==> src/include/srpc_params.svh <==
// Register map, field positions, reset values and frame sizes of the bank
// What this block does
// Calibration clock is reference over two-power divider
// Host picks divider for calibration below 200MHz
// Register 9 bit 11 enables reference doubler
// Register 9 bit 9 enables reference path; it gates phase_detector_clk_en only, calibration_clk_en runs when clear
// Host keeps multiplier input/output within ranges
// Register 11 bits 11:4 post divider, reset 1
// Register 12 bits 11:0 pre divider, reset 1
// Register 13 bit 14 enables charge pump
// Register 13 bits 9:8 select detector mode
// Host uses single mode only above 200MHz
// Host writes unnamed fields with defaults
`ifndef SRPC_PARAMS_SVH
`define SRPC_PARAMS_SVH

`define SRPC_ADDR_W 7
`define SRPC_DATA_W 16
`define SRPC_FRAME_BITS 5'd24
`define SRPC_ADDR_BITS 5'd8

`define SRPC_OFF_CAL 7'h01
`define SRPC_OFF_FIX7 7'h07
`define SRPC_OFF_FIX8 7'h08
`define SRPC_OFF_REFCTL 7'h09
`define SRPC_OFF_INPUT_MULTIPLIER_FACTOR 7'h0a
`define SRPC_OFF_POST 7'h0b
`define SRPC_OFF_PRE 7'h0c
`define SRPC_OFF_PUMP 7'h0d
`define SRPC_OFF_CUR 7'h0e

`define SRPC_RST_CAL 16'h0003
`define SRPC_RST_FIX7 16'h0000
`define SRPC_RST_FIX8 16'h0000
`define SRPC_RST_REFCTL 16'h0200
`define SRPC_RST_INPUT_MULTIPLIER_FACTOR 16'h0000
`define SRPC_RST_POST 16'h0010
`define SRPC_RST_PRE 16'h0001
`define SRPC_RST_PUMP 16'h4000
`define SRPC_RST_CUR 16'h0000

`define SRPC_CAL_DIV_HI 2
`define SRPC_CAL_DIV_LO 0
`define SRPC_DOUBLER_BIT 11
`define SRPC_REF_EN_BIT 9
`define SRPC_INPUT_MULTIPLIER_FACTOR_HI 11
`define SRPC_INPUT_MULTIPLIER_FACTOR_LO 7
`define SRPC_POST_HI 11
`define SRPC_POST_LO 4
`define SRPC_PRE_HI 11
`define SRPC_PRE_LO 0
`define SRPC_PUMP_EN_BIT 14
`define SRPC_PD_MODE_HI 9
`define SRPC_PD_MODE_LO 8
`define SRPC_PD_SINGLE 2'h3

`endif

==> src/include/srpc_pkg.sv <==
// Types shared by the reference path configuration bank
package srpc_pkg;
  typedef enum logic [1:0] {
    SRPC_IDLE  = 2'b01,
    SRPC_SHIFT = 2'b10
  } srpc_state_t;
  typedef logic [15:0] srpc_word_t;
endpackage

==> src/logic/srpc_bank.sv <==
// Reference path register bank behind the four-wire serial port
`timescale 1ns/1ps
`default_nettype none
`include "srpc_params.svh"

module srpc_bank (
  // Clock and reset
  input wire logic core_clk,
  input wire logic rstn,
  // Serial programming port
  input wire logic serial_select_n,
  input wire logic serial_clk,
  input wire logic serial_data_in,
  output logic readback_out,
  // Reference input
  input wire logic reference_input,
  // Reference path and loop controls
  output logic calibration_clk_en,
  output logic phase_detector_clk_en,
  output logic [4:0] input_multiplier_factor,
  output logic charge_pump_enable,
  output logic phase_detector_single
);
  import srpc_pkg::*;

  ////////////////////////////////////////////////////////////////////////
  function automatic srpc_word_t read_reg(input logic [6:0] a,
      input srpc_word_t r1, input srpc_word_t r7, input srpc_word_t r8,
      input srpc_word_t r9, input srpc_word_t r10, input srpc_word_t r11,
      input srpc_word_t r12, input srpc_word_t r13, input srpc_word_t r14);
    case (a)
      `SRPC_OFF_CAL: read_reg = r1;
      `SRPC_OFF_FIX7: read_reg = r7;
      `SRPC_OFF_FIX8: read_reg = r8;
      `SRPC_OFF_REFCTL: read_reg = r9;
      `SRPC_OFF_INPUT_MULTIPLIER_FACTOR: read_reg = r10;
      `SRPC_OFF_POST: read_reg = r11;
      `SRPC_OFF_PRE: read_reg = r12;
      `SRPC_OFF_PUMP: read_reg = r13;
      `SRPC_OFF_CUR: read_reg = r14;
      default: read_reg = 16'h0000;
    endcase
  endfunction

  // Divide step: zero ratio acts as one, so the path never stalls
  function automatic logic [11:0] div_step(input logic [11:0] cnt,
      input logic [11:0] ratio, output logic fire);
    if (cnt + 12'h001 >= ratio) begin
      fire = 1'b1;
      div_step = 12'h000;
    end else begin
      fire = 1'b0;
      div_step = cnt + 12'h001;
    end
  endfunction

  ////////////////////////////////////////////////////////////////////////
  srpc_word_t cal_clock_divider, fixed_setting_seven, fixed_setting_eight;
  srpc_word_t reference_path_control, input_multiplier, post_divider;
  srpc_word_t pre_divider, pump_and_detector_control, pump_current_control;
  srpc_word_t next_cal, next_fix7, next_fix8, next_refctl, next_input_multiplier_factor;
  srpc_word_t next_post, next_pre, next_pump, next_cur;

  srpc_state_t state, next_state;
  logic [23:0] shift, next_shift;
  logic [4:0] bit_cnt, next_bit_cnt;
  srpc_word_t rd_shift, next_rd_shift;
  logic next_readback;
  logic sck_prev, sel_prev;
  logic sck_rise, sck_fall, sel_rise;

  assign sck_rise = serial_clk & ~sck_prev;
  assign sck_fall = ~serial_clk & sck_prev;
  assign sel_rise = serial_select_n & ~sel_prev;

  // Frame: read flag, 7-bit address, 16-bit data, MSB first
  always_comb begin
    next_state = state;
    next_shift = shift;
    next_bit_cnt = bit_cnt;
    next_rd_shift = rd_shift;
    next_readback = readback_out;
    next_cal = cal_clock_divider;
    next_fix7 = fixed_setting_seven;
    next_fix8 = fixed_setting_eight;
    next_refctl = reference_path_control;
    next_input_multiplier_factor = input_multiplier;
    next_post = post_divider;
    next_pre = pre_divider;
    next_pump = pump_and_detector_control;
    next_cur = pump_current_control;
    case (state)
      SRPC_IDLE: begin
        if (!serial_select_n) begin
          next_state = SRPC_SHIFT;
          next_bit_cnt = 5'd0;
        end
      end
      SRPC_SHIFT: begin
        if (serial_select_n) begin
          next_state = SRPC_IDLE;
          // Short or long frames are dropped rather than half applied
          if (sel_rise && bit_cnt == `SRPC_FRAME_BITS && !shift[23]) begin
            case (shift[22:16])
              `SRPC_OFF_CAL: next_cal = shift[15:0];
              `SRPC_OFF_FIX7: next_fix7 = shift[15:0];
              `SRPC_OFF_FIX8: next_fix8 = shift[15:0];
              `SRPC_OFF_REFCTL: next_refctl = shift[15:0];
              `SRPC_OFF_INPUT_MULTIPLIER_FACTOR: next_input_multiplier_factor = shift[15:0];
              `SRPC_OFF_POST: next_post = shift[15:0];
              `SRPC_OFF_PRE: next_pre = shift[15:0];
              `SRPC_OFF_PUMP: next_pump = shift[15:0];
              `SRPC_OFF_CUR: next_cur = shift[15:0];
              default: ;
            endcase
          end
        end else if (sck_rise) begin
          next_shift = {shift[22:0], serial_data_in};
          if (bit_cnt != 5'h1f) begin
            next_bit_cnt = bit_cnt + 5'd1;
          end
          if (bit_cnt + 5'd1 == `SRPC_ADDR_BITS && shift[6]) begin
            next_rd_shift = read_reg({shift[5:0], serial_data_in},
              cal_clock_divider, fixed_setting_seven, fixed_setting_eight,
              reference_path_control, input_multiplier, post_divider,
              pre_divider, pump_and_detector_control,
              pump_current_control);
          end
        end else if (sck_fall && bit_cnt >= `SRPC_ADDR_BITS) begin
          next_readback = rd_shift[15];
          next_rd_shift = {rd_shift[14:0], 1'b0};
        end
      end
      default: next_state = SRPC_IDLE;
    endcase
  end

  always_ff @(posedge core_clk or negedge rstn) begin
    if (!rstn) begin
      state <= SRPC_IDLE;
      shift <= 24'h000000;
      bit_cnt <= 5'h00;
      rd_shift <= 16'h0000;
      readback_out <= 1'b0;
      sck_prev <= 1'b0;
      sel_prev <= 1'b1;
      cal_clock_divider <= `SRPC_RST_CAL;
      fixed_setting_seven <= `SRPC_RST_FIX7;
      fixed_setting_eight <= `SRPC_RST_FIX8;
      reference_path_control <= `SRPC_RST_REFCTL;
      input_multiplier <= `SRPC_RST_INPUT_MULTIPLIER_FACTOR;
      post_divider <= `SRPC_RST_POST;
      pre_divider <= `SRPC_RST_PRE;
      pump_and_detector_control <= `SRPC_RST_PUMP;
      pump_current_control <= `SRPC_RST_CUR;
    end else begin
      state <= next_state;
      shift <= next_shift;
      bit_cnt <= next_bit_cnt;
      rd_shift <= next_rd_shift;
      readback_out <= next_readback;
      sck_prev <= serial_clk;
      sel_prev <= serial_select_n;
      cal_clock_divider <= next_cal;
      fixed_setting_seven <= next_fix7;
      fixed_setting_eight <= next_fix8;
      reference_path_control <= next_refctl;
      input_multiplier <= next_input_multiplier_factor;
      post_divider <= next_post;
      pre_divider <= next_pre;
      pump_and_detector_control <= next_pump;
      pump_current_control <= next_cur;
    end
  end

  ////////////////////////////////////////////////////////////////////////
  // Reference path; the analog multiplier is only configured from here
  logic ref_prev, ref_rise, ref_event;
  logic doubler_on, path_on;
  logic [6:0] cal_cnt, next_cal_cnt;
  logic [7:0] cal_ratio;
  logic [11:0] pre_cnt, next_pre_cnt, post_cnt, next_post_cnt;
  logic pre_fire, post_fire;
  logic next_cal_en, next_pd_en;

  assign ref_rise = reference_input & ~ref_prev;
  assign doubler_on = reference_path_control[`SRPC_DOUBLER_BIT];
  assign path_on = reference_path_control[`SRPC_REF_EN_BIT];
  // Doubler counts both edges, giving twice the event rate
  assign ref_event = path_on &
    (doubler_on ? (reference_input ^ ref_prev) : ref_rise);
  assign cal_ratio = 8'h01 <<
    cal_clock_divider[`SRPC_CAL_DIV_HI:`SRPC_CAL_DIV_LO];

  always_comb begin
    next_cal_cnt = cal_cnt;
    next_cal_en = 1'b0;
    next_pre_cnt = pre_cnt;
    next_post_cnt = post_cnt;
    next_pd_en = 1'b0;
    pre_fire = 1'b0;
    post_fire = 1'b0;
    if (ref_rise) begin
      if ({1'b0, cal_cnt} + 8'h01 >= cal_ratio) begin
        next_cal_cnt = 7'h00;
        next_cal_en = 1'b1;
      end else begin
        next_cal_cnt = cal_cnt + 7'h01;
      end
    end
    if (ref_event) begin
      next_pre_cnt = div_step(pre_cnt,
        pre_divider[`SRPC_PRE_HI:`SRPC_PRE_LO], pre_fire);
    end
    if (pre_fire) begin
      next_post_cnt = div_step(post_cnt,
        {4'h0, post_divider[`SRPC_POST_HI:`SRPC_POST_LO]}, post_fire);
      next_pd_en = post_fire;
    end
    if (!path_on) begin
      next_pre_cnt = 12'h000;
      next_post_cnt = 12'h000;
    end
  end

  always_ff @(posedge core_clk or negedge rstn) begin
    if (!rstn) begin
      ref_prev <= 1'b0;
      cal_cnt <= 7'h00;
      pre_cnt <= 12'h000;
      post_cnt <= 12'h000;
      calibration_clk_en <= 1'b0;
      phase_detector_clk_en <= 1'b0;
      input_multiplier_factor <= 5'h00;
      charge_pump_enable <= 1'b1;
      phase_detector_single <= 1'b0;
    end else begin
      ref_prev <= reference_input;
      cal_cnt <= next_cal_cnt;
      pre_cnt <= next_pre_cnt;
      post_cnt <= next_post_cnt;
      calibration_clk_en <= next_cal_en;
      phase_detector_clk_en <= next_pd_en;
      input_multiplier_factor <=
        input_multiplier[`SRPC_INPUT_MULTIPLIER_FACTOR_HI:`SRPC_INPUT_MULTIPLIER_FACTOR_LO];
      charge_pump_enable <= pump_and_detector_control[`SRPC_PUMP_EN_BIT];
      // Values 1 and 2 are undefined and fall back to dual operation
      phase_detector_single <= pump_and_detector_control
        [`SRPC_PD_MODE_HI:`SRPC_PD_MODE_LO] == `SRPC_PD_SINGLE;
    end
  end
endmodule // srpc_bank
`default_nettype wire

==> config.mk <==
export PLATFORM = sky130hd
export DESIGN_NAME = srpc_bank
export DESIGN_NICKNAME = d
export VERILOG_FILES = /design/src/include/srpc_pkg.sv /design/src/logic/srpc_bank.sv
export VERILOG_INCLUDE_DIRS = /design/src /design/src/include
export SDC_FILE = /design/constraint.sdc
export NUM_CORES = 1
export LEC_CHECK = 0
export BUFFER_PORTS_ARGS = -buffer_cell sky130_fd_sc_hd__buf_2
export CORE_UTILIZATION = 45
export CTS_BUF_LIST = sky130_fd_sc_hd__clkbuf_2 sky130_fd_sc_hd__clkbuf_4 sky130_fd_sc_hd__clkbuf_8
export CTS_CLUSTER_SIZE = 12
export DETAILED_ROUTE_END_ITERATION = 8
export HOLD_SLACK_MARGIN = 0.05
export PLACE_DENSITY = 0.74
export SYNTH_ARGS = -nofsm -noshare
export SYNTH_HDL_FRONTEND = slang
export SYNTH_SLANG_ARGS = --single-unit
==> constraint.sdc <==
create_clock -name core_clk -period 2.7 [get_ports core_clk]
set_input_delay 0.27 -clock core_clk [delete_from_list [all_inputs] [get_ports core_clk]]
set_output_delay 0.27 -clock core_clk [all_outputs]
set_load 0.03 [all_outputs]
==> results of run 1 <==
-- report_power, final --
part / switching, mW / internal, mW
registers: 0.0832 / 3.58
logic: 0.505 / 0.293
clock network: 1.43 / 1.81
-- state kept, by name (all words and copies together), names as in the netlist, 2 cells and up --
register / flops
shift: 24
cal_clock_divider: 16
fixed_setting_eight: 16
fixed_setting_seven: 16
input_multiplier: 16
post_divider: 16
pre_divider: 16
pump_and_detector_control: 16
pump_current_control: 16
rd_shift: 16
reference_path_control: 16
post_cnt: 12
pre_cnt: 12
cal_cnt: 7
bit_cnt: 5
input_multiplier_factor: 5
state: 2
-- what timing repair did --
item,4_1_cts,5_1_grt
gates resized for setup,11,6
hold endpoints to repair,82,0
pin swaps,7,2
setup buffers,3,1
hold buffers,4,0
endpoints found under the setup margin,19,31
-- layer usage --
metal / track usage, % / routed length (um) / up-vias
met5: 0 / 0 / -
met4: 7.48 / 711 / 0
met3: 3.03 / 1090 / 55
met2: 32.6 / 12300 / 156
met1: 27.8 / 11700 / 4004
li1: - / - / 3647
-- cell usage after synthesis, types with 11 or more instances --
master	n	share of area (%)
buf_2	21	0.90
o21ai_0	32	1.4
xnor2_1	15	1.1
a22o_1	14	1.1
clkbuf_1	33	1.1
dfrtp_1	226	49
nand2b_1	13	0.70
nand3_1	32	1.4
a221oi_1	14	1.1
mux2_2	170	16
a21oi_1	15	0.65
inv_1	34	1.1
a22oi_1	17	1.1
ha_1	36	3.9
nand2_1	73	2.4
o221ai_1	15	1.1
and3_1	17	0.91
mux2i_1	29	2.5
nor2_1	17	0.55
buf_4	11	0.71
-- cell families after synthesis --
logic type / share of synthesized area, %
AO/OA/AOI/OAI: 10.8
adder cells (fa/ha/maj): 3.87
flip-flops: 50.6
AND/OR/NAND/NOR: 9.62
buffers and inverters: 4.06
XOR/XNOR: 1.73
multiplexers: 19.2
-- area by class of cell --
cell class | count | area [um2]
inverters | 34 | 128
repair buffers | 82 | 652
flip-flops and latches | 235 | 5890
clock inverters | 8 | 50.0
well taps | 330 | 413
fillers | 2173 | 12000
multi-input cells | 630 | 5380
clock buffers | 63 | 767
-- worst max-delay path by stage --
| stage | startpoint | to | slack [ps] | cells past startpoint |
|---|---|---|---|---|
| after global placement | pre_cnt[3] | post_cnt[2] | -110 | 12 |
| after floorplan | pre_cnt[2] | post_cnt[2] | -2 | 13 |
| after detailed placement | pre_cnt[3] | post_cnt[2] | -220 | 12 |
| final | pre_cnt[3] | post_cnt[2] | -130 | 12 |
| after global routing | pre_cnt[2] | post_cnt[2] | -260 | 12 |
| after CTS | pre_cnt[3] | pre_cnt[8] | -90 | 13 |
-- through the flow --
stage	instances	setup slack, ps	utilization [%]
final	1382	-126	52.6
after global routing	1382	-263	52.6
after detailed placement	1303	-216	48.7
after global placement	1303	-109	48.7
after CTS	1381	-92.0	52.4
after floorplan	967	-1.53	-
==> impl_metrics.toml, run 1 <==
[run_status]
outcome = "complete, but fails checks"
violations = "negative setup slack"

[sta]
max_clock_freq_mhz = 354
final.setup.tns_ps = -1220
slew_viol_final = 0
crit_path_setup_slack_layout_ps = -126
tightestPinTransition_ps = 812
fin_crit_sh_pct = 105
timing.slew.headroom_pct = 45.7
finalHoldViolations = 0
grt_setup_unrepaired = "yes"
setup_viol_count_final = 18
final.hold.worst_slack_ps = 127
finalClockSkew_ps = 22.1
fin_crit_ps = 2830

[detailed_routing]
ant_nets = 0
final_routed_drc_violation_total = 0
detailroute.via_count = 7862
detail_route.first_pass.iterations = 5
detail_route.wl_per_cell_um = 18.7
drt-vias-per-instance = 5.69
drt_iter0_drc = 565
finalWirelength_mm = 25.9

[die]
placement_rows = 58
i_o_pin_total = 16
start_util_pct = 46.1
die-height_um = 163
coreArea_mm2 = 0.0253
design.die.area_mm2 = 0.0265
floorplan.die.width_um = 163

[worst_setup_path]
reg2reg_depth = 12
critPathLaunchType = "register"
worst-r2r-setup-slack_ps = -130
worst_ep_arrival_time_ps = 3260
critical_path.cell_chain = "and3_4, and3_4, nand3_4, nor2_4, xor2_2, ha_1, nand4_1, nor4_2, o311ai_2, buf_4, and2_4, a221o_1"
path_class = "register to register"
end_kind = "register"
critical_path_peak_fanout = 7
worst_path_max_delay_cell = "nor4_2"
critical_path.top_delay_family = "simple AND/OR/NAND/NOR gates"
crit_top_cell = "and3_4"
reg2reg_to = "post_cnt[2]"
slowest_delay_ps = 370
crit_required_ps = 3130
critical_path_buf_inv_count = 1
critical_path.reg2reg.startpoint = "pre_cnt[3]"

[logic_synthesis]
netlist_area_mm2 = 0.0116
number_of_enable_type_register_cells_in_the_synthesized_netlist = 0
syn_avg_cell_area_um2 = 12.0
synth_cells = 967
ys.flop_type = "dfrtp_1"
synth_nets = 1009
synth-seq-cells = 235
synthesis.yosys.warnings = 0
async_flop_share_pct = 100
synth_seq_area_share_pct = 50.6
synth_cell_types = 66

[finish]
finalInstanceArea_mm2 = 0.0133
flow.area_growth_from_synthesis_pct = 14.1
most-common-layout-cells = "225 x dfrtp_1, 170 x mux2_2, 73 x nand2_1"
nets = 1065
drive_gt1_share_pct = 35.8
mostFrequentLayoutCell = "dfrtp_1"
diodes = 0

[cts]
clock_sinks = 235
tritoncts = "yes"
worst_skew_pair.late_latency_ps = 550
clock_tree.buffer_depth = 3
number_of_levels_the_h_tree_was_split_into = 2
num_cts_buffers = 40
clk_pin_slew_worst_paths_ps = 60
clock_tree.root_cell = "clkbuf_8"

[pwr]
power_mw = 7.71
power_per_cell_area_mw_per_mm2 = 580
worst_ir_drop_vdd_mv = 0.346
leakage_nw = 6.16

[placed_design]
dp_hpwl_mm = 16.8
finalWeightedCongestion = 0.829
dpl_cell_area_mm2 = 0.0123
buffer_ports.inserted = 15

[hold_path]
hold-path-endpoint = "shift[0]"
min_delay_path_depth = 2
hold_path_class = "input port to register"
timing.hold.worst.start = "serial_data_in"

[global_routing]
grt_max_degree = 83
first_global_vias = 8004
number_of_antenna_violations_at_the_first_check_in_global_routing = 0
gr-usage-all-layers_pct = 20.3
grt.overflow.total = 0
grt_pass1_wl_mm = 42.4

[job]
timing.max_cap.violations = 0
No activity file was read; power rests on OpenSTA's default activity.
==> run 2: changes to the inputs <==
--- a/config.mk
+++ b/config.mk
@@ -7,12 +7,14 @@
 export NUM_CORES = 1
 export LEC_CHECK = 0
 export BUFFER_PORTS_ARGS = -buffer_cell sky130_fd_sc_hd__buf_2
+export CELL_PAD_IN_SITES_DETAIL_PLACEMENT = 1
+export CELL_PAD_IN_SITES_GLOBAL_PLACEMENT = 1
 export CORE_UTILIZATION = 45
 export CTS_BUF_LIST = sky130_fd_sc_hd__clkbuf_2 sky130_fd_sc_hd__clkbuf_4 sky130_fd_sc_hd__clkbuf_8
 export CTS_CLUSTER_SIZE = 12
 export DETAILED_ROUTE_END_ITERATION = 8
 export HOLD_SLACK_MARGIN = 0.05
-export PLACE_DENSITY = 0.74
+export PLACE_DENSITY = 0.85
 export SYNTH_ARGS = -nofsm -noshare
 export SYNTH_HDL_FRONTEND = slang
 export SYNTH_SLANG_ARGS = --single-unit
==> run 2 against run 1 <==
  * The run still ends with negative setup slack left
  * Utilization up 0.68 points
  * Final cell count up 0.51%
  * Worst hold slack worse by 7.4 ps
  * Die area unchanged
  * Critical path type unchanged
  * Highest routed layer unchanged
==> impl_metrics.toml, run 2 (same netlist as run 1, synthesis figures left out) <==
[run_status]
outcome = "complete, but fails checks"
violations = "negative setup slack"

[worst_setup_path]
critical_path.reg2reg.startpoint = "post_cnt[0]"
reg2reg_depth = 11
critPathLaunchType = "register"
crit_required_ps = 3190
worst-r2r-setup-slack_ps = -350
worst_ep_arrival_time_ps = 3530
critical_path_peak_fanout = 6
path_class = "register to register"
end_kind = "register"
reg2reg_to = "post_cnt[6]"

[finish]
flow.area_growth_from_synthesis_pct = 15.6
number_of_flip_flops_in_the_largest_register = 24
mostFrequentLayoutCell = "dfrtp_1"
area_of_the_multi_input_gates_mm2 = 0.00541
drive_gt1_share_pct = 36.7
seq_area_mm2 = 0.00589
largest-register = "shift"
final.fill_count = 2605
nets = 1072
diodes = 0
most-common-layout-cells = "225 x dfrtp_1, 170 x mux2_2, 73 x nand2_1"

[pwr]
total_switching_power_mw = 2.19
power.switching_fraction_pct = 27.3
worst_ir_drop_vdd_mv = 0.399
sequential_share_of_power_pct = 45.4
leakage_nw = 6.24
p_int_mw = 5.85
clock_power_share_pct = 43.4
power_mw = 8.05
pwr-share-comb_pct = 11.2
power_per_cell_area_mw_per_mm2 = 598

[global_routing]
grt_max_degree = 72
grt_pass1_wl_mm = 52.1
number_of_antenna_violations_at_the_first_check_in_global_routing = 0
gr-usage-all-layers_pct = 25.4
first_global_vias = 9253
grt.overflow.total = 0

[die]
placement_rows = 58
i_o_pin_total = 16
die-height_um = 163
start_util_pct = 46.1
coreArea_mm2 = 0.0253
design.die.area_mm2 = 0.0265
floorplan.die.width_um = 163

[hold_path]
hold-path-endpoint = "shift[0]"
min_delay_path_depth = 2
timing.hold.worst.start = "serial_data_in"
hold_path_class = "input port to register"

[placed_design]
dp_hpwl_mm = 20.0
preCtsSetupSlack_ps = -214
buffer_ports.inserted = 15
finalWeightedCongestion = 0.832

[job]
timing.max_cap.violations = 0

[detailed_routing]
routed-wl-met2_mm = 17.2
final_routed_drc_violation_total = 0
drt-vias-per-instance = 6.03
drt_iter0_drc = 480
detail_route.wl_per_cell_um = 24.5
detailroute.via_count = 8377
routed_wl_met3_mm = 1.75
detail_route.first_pass.iterations = 5
ant_nets = 0
topRoutingLayerUsed = "met4"
finalWirelength_mm = 34.0
wirelength_met1_mm = 13.9

[sta]
finalClockSkew_ps = 22.2
grt_setup_unrepaired = "yes"
slew_viol_final = 0
tightestPinTransition_ps = 875
fin_crit_ps = 3050
finalHoldViolations = 0
setup_viol_count_final = 25
crit_path_setup_slack_layout_ps = -347
max_clock_freq_mhz = 328
fin_crit_sh_pct = 113
timing.slew.headroom_pct = 41.5

[cts]
clock_tree.root_cell = "clkbuf_8"
number_of_levels_the_h_tree_was_split_into = 2
tritoncts = "yes"
clock_sinks = 235
num_cts_buffers = 42
clock_tree.buffer_depth = 3
worst_skew_pair.late_latency_ps = 550
clk_pin_slew_worst_paths_ps = 70
-- run 2: cell type report --
class	count	area share (%)
inverters	34	0.968
clock buffers	67	6.16
clock inverters	6	0.288
well taps	330	3.07
multi-input cells	630	40.2
repair buffers	87	5.49
flip-flops and latches	235	43.8
-- run 2: critical path, cell delays in order, from the launching register on --
cell	delay [ps]
dfrtp_1	470
ha_1	310
nand3_1	150
nor2_1	180
xor2_1	230
ha_1	270
nand2_1	100
o21ai_0	120
a31oi_1	350
o211ai_2	290
nor2_2	300
a22o_1	210
-- run 2: how the worst max path moves through the flow --
stage / start / to
floorplan: pre_cnt[2] / post_cnt[2]
global placement: pre_cnt[3] / post_cnt[2]
detailed placement: pre_cnt[3] / post_cnt[2]
CTS: pre_cnt[4] / pre_cnt[9]
global route: pre_cnt[4] / post_cnt[2]
finish: post_cnt[0] / post_cnt[6]
-- run 2: through the flow --
stage | hold WS, ps | utilization [%] | cell area, um2 | instances | setup TNS [ps]
2_1_floorplan | -25.6 | - | 11700 | 967 | -1.53
3_3_place_gp | 277 | 49.0 | 12400 | 1306 | -352
3_5_place_dp | 286 | 49.0 | 12400 | 1306 | -3100
4_1_cts | 85.5 | 52.9 | 13400 | 1387 | -3370
5_1_grt | 101 | 53.3 | 13400 | 1389 | -9170
6_report | 120 | 53.3 | 13400 | 1389 | -5810
-- run 2: power by group through the flow --
stage                     registers (mW)  clock network [mW]  logic (mW)
final                               3.65                3.50       0.898
after global routing                3.66                3.73       0.978
after CTS                           3.65                3.52       0.875
after detailed placement            3.71                   0       0.858
after global placement              3.71                   0       0.827
after floorplan                     3.70                   0       0.480
-- run 2: layer usage --
layer,global-route usage (%),up-vias
li1,-,3643
met1,31.6,4409
met2,43.0,235
met3,5.09,90
met4,10.9,0
met5,0,-
-- run 2: what timing repair did --
| action | in CTS | in global routing |
|---|---|---|
| resized for setup | 13 | 13 |
| setup endpoints to repair | 24 | 32 |
| endpoints found under the hold margin | 70 | 0 |
| setup buffers | 4 | 2 |
| hold buffers | 4 | 0 |
| pin swaps | 8 | 4 |
==> run 3: changes to the inputs <==
--- a/config.mk
+++ b/config.mk
@@ -6,15 +6,15 @@
 export SDC_FILE = /design/constraint.sdc
 export NUM_CORES = 1
 export LEC_CHECK = 0
-export BUFFER_PORTS_ARGS = -buffer_cell sky130_fd_sc_hd__buf_2
+export BUFFER_PORTS_ARGS = -buffer_cell sky130_fd_sc_hd__buf_4
 export CELL_PAD_IN_SITES_DETAIL_PLACEMENT = 1
 export CELL_PAD_IN_SITES_GLOBAL_PLACEMENT = 1
-export CORE_UTILIZATION = 45
+export CORE_UTILIZATION = 49
 export CTS_BUF_LIST = sky130_fd_sc_hd__clkbuf_2 sky130_fd_sc_hd__clkbuf_4 sky130_fd_sc_hd__clkbuf_8
 export CTS_CLUSTER_SIZE = 12
 export DETAILED_ROUTE_END_ITERATION = 8
 export HOLD_SLACK_MARGIN = 0.05
-export PLACE_DENSITY = 0.85
+export PLACE_DENSITY = 0.91
 export SYNTH_ARGS = -nofsm -noshare
 export SYNTH_HDL_FRONTEND = slang
 export SYNTH_SLANG_ARGS = --single-unit
==> run 3 against run 2 <==
  * Sequential cell count did not move
  * Combinational power fell by 2.4%
  * Die area fell by 8.1%
  * The run still ends with negative setup slack left
  * Non-clock buffer count fell by 6
  * Clock-buffer cell count rose by 1
  * Global-route usage rose by 4.3 points
  * Critical path depth rose by 2
  * Worst hold slack improved by 53 ps
==> impl_metrics.toml, run 3 (same netlist as run 1, synthesis figures left out) <==
[die]
placement_rows = 56
die-height_um = 156
design.die.area_mm2 = 0.0244
coreArea_mm2 = 0.0234
i_o_pin_total = 16
start_util_pct = 49.7
floorplan.die.width_um = 156

[finish]
most-common-layout-cells = "224 x dfrtp_1, 170 x mux2_2, 72 x nand2_1"
mostFrequentLayoutCell = "dfrtp_1"
number_of_flip_flops_in_the_largest_register = 24
nets = 1065
final.fill_count = 2345
diodes = 0
drive_gt1_share_pct = 37.8
flow.area_growth_from_synthesis_pct = 17.0
largest-register = "shift"
area_of_the_multi_input_gates_mm2 = 0.00552
seq_area_mm2 = 0.00589

[sta]
finalHoldViolations = 0
fin_crit_ps = 2880
timing.slew.headroom_pct = 44.7
tightestPinTransition_ps = 827
fin_crit_sh_pct = 107
setup_viol_count_final = 23
finalClockSkew_ps = 32.9
grt_setup_unrepaired = "yes"
slew_viol_final = 0
crit_path_setup_slack_layout_ps = -182
max_clock_freq_mhz = 347

[cts]
clock_sinks = 235
number_of_levels_the_h_tree_was_split_into = 2
worst_skew_pair.late_latency_ps = 570
tritoncts = "yes"
clk_pin_slew_worst_paths_ps = 60
num_cts_buffers = 41
clock_tree.buffer_depth = 3
clock_tree.root_cell = "clkbuf_8"

[run_status]
outcome = "complete, but fails checks"
violations = "negative setup slack"

[worst_setup_path]
critical_path_peak_fanout = 7
critPathLaunchType = "register"
end_kind = "register"
crit_required_ps = 3140
path_class = "register to register"
worst_ep_arrival_time_ps = 3330

[placed_design]
finalWeightedCongestion = 0.787
buffer_ports.inserted = 15
dp_hpwl_mm = 20.6
preCtsSetupSlack_ps = -230

[detailed_routing]
final_routed_drc_violation_total = 0
drt_iter0_drc = 554
ant_nets = 0
detail_route.wl_per_cell_um = 26.5
drt-vias-per-instance = 6.30
detail_route.first_pass.iterations = 5
finalWirelength_mm = 36.4
detailroute.via_count = 8648

[global_routing]
grt_pass1_wl_mm = 54.9
grt.overflow.total = 0
grt_max_degree = 100
first_global_vias = 9439
number_of_antenna_violations_at_the_first_check_in_global_routing = 0
gr-usage-all-layers_pct = 29.7

[hold_path]
hold_path_class = "input port to async pin"

[pwr]
power_mw = 8.34
power_per_cell_area_mw_per_mm2 = 613
leakage_nw = 6.27
worst_ir_drop_vdd_mv = 0.517

[job]
timing.max_cap.violations = 0
## run 3: stage by stage
step / TNS [ps] / util, % / cell area [um2] / hold slack [ps] / std cells
after floorplan: -1.53 / - / 11700 / -25.6 / 967
after global placement: -281 / 52.4 / 12300 / 152 / 1283
after detailed placement: -2760 / 52.4 / 12300 / 150 / 1283
after CTS: -1100 / 57.1 / 13400 / 167 / 1367
after global routing: -4780 / 58.2 / 13600 / 181 / 1373
final: -1980 / 58.2 / 13600 / 173 / 1373
## run 3: where the power goes
group | internal, mW | leakage (nW) | total (mW) | switching [mW]
logic | 0.304 | 2.54 | 0.876 | 0.573
registers | 3.58 | 3.23 | 3.66 | 0.0799
clock network | 2.22 | 0.504 | 3.81 | 1.58
total | 6.11 | 6.27 | 8.34 | 2.24
## run 3: timing repair
action,in CTS,in global routing
gates cloned,0,1
hold buffers,5,0
resized for setup,16,32
setup endpoints to repair,25,37
buffers inserted,5,6
endpoints found under the hold margin,234,0
pin swaps,8,13
## run 3: cell type report
type | instances | share of cell area (%)
Clock buffer | 68 | 6.37
Clock inverter | 6 | 0.689
Inverter | 34 | 0.956
Multi-Input combinational cell | 630 | 40.6
Sequential cell | 235 | 43.3
Tap cell | 319 | 2.93
Timing Repair Buffer | 81 | 5.19
## run 3: critical path: stages (launching register included)
cell,delay [ps]
dfrtp_1,380
and3_4,180
and3_4,200
nand3_4,110
nor2_4,50
xor2_2,170
ha_1,320
nand4_1,220
o22a_1,250
o31ai_2,80
o311ai_2,120
buf_4,190
and2_4,170
a221o_1,310
## run 3: path summary, 6_finish.rpt
| path | slack, ps | depth (start not counted) | start | endpoint |
|---|---|---|---|---|
| worst max-delay path | -180 | 13 | pre_cnt[3] | post_cnt[2] |
| worst min-delay path | 170 | 2 | rstn | pre_cnt[2] |
| worst max register to register | -180 | 13 | pre_cnt[3] | post_cnt[2] |
| worst min register to register | 400 | 0 | pump_and_detector_control[14] | charge_pump_enable |
| max in group asynchronous | 1700 | 3 | rstn | input_multiplier[6] |
| min in group core_clk | 390 | 2 | serial_clk | sck_prev |
## run 3: metal layers
metal	share of wire [%]	track usage, %	vias to the layer above
met5	0	0	-
met4	5.1	16.3	0
met3	4.5	4.31	137
met2	51	51.1	309
met1	39	35.9	4564
li1	-	-	3638
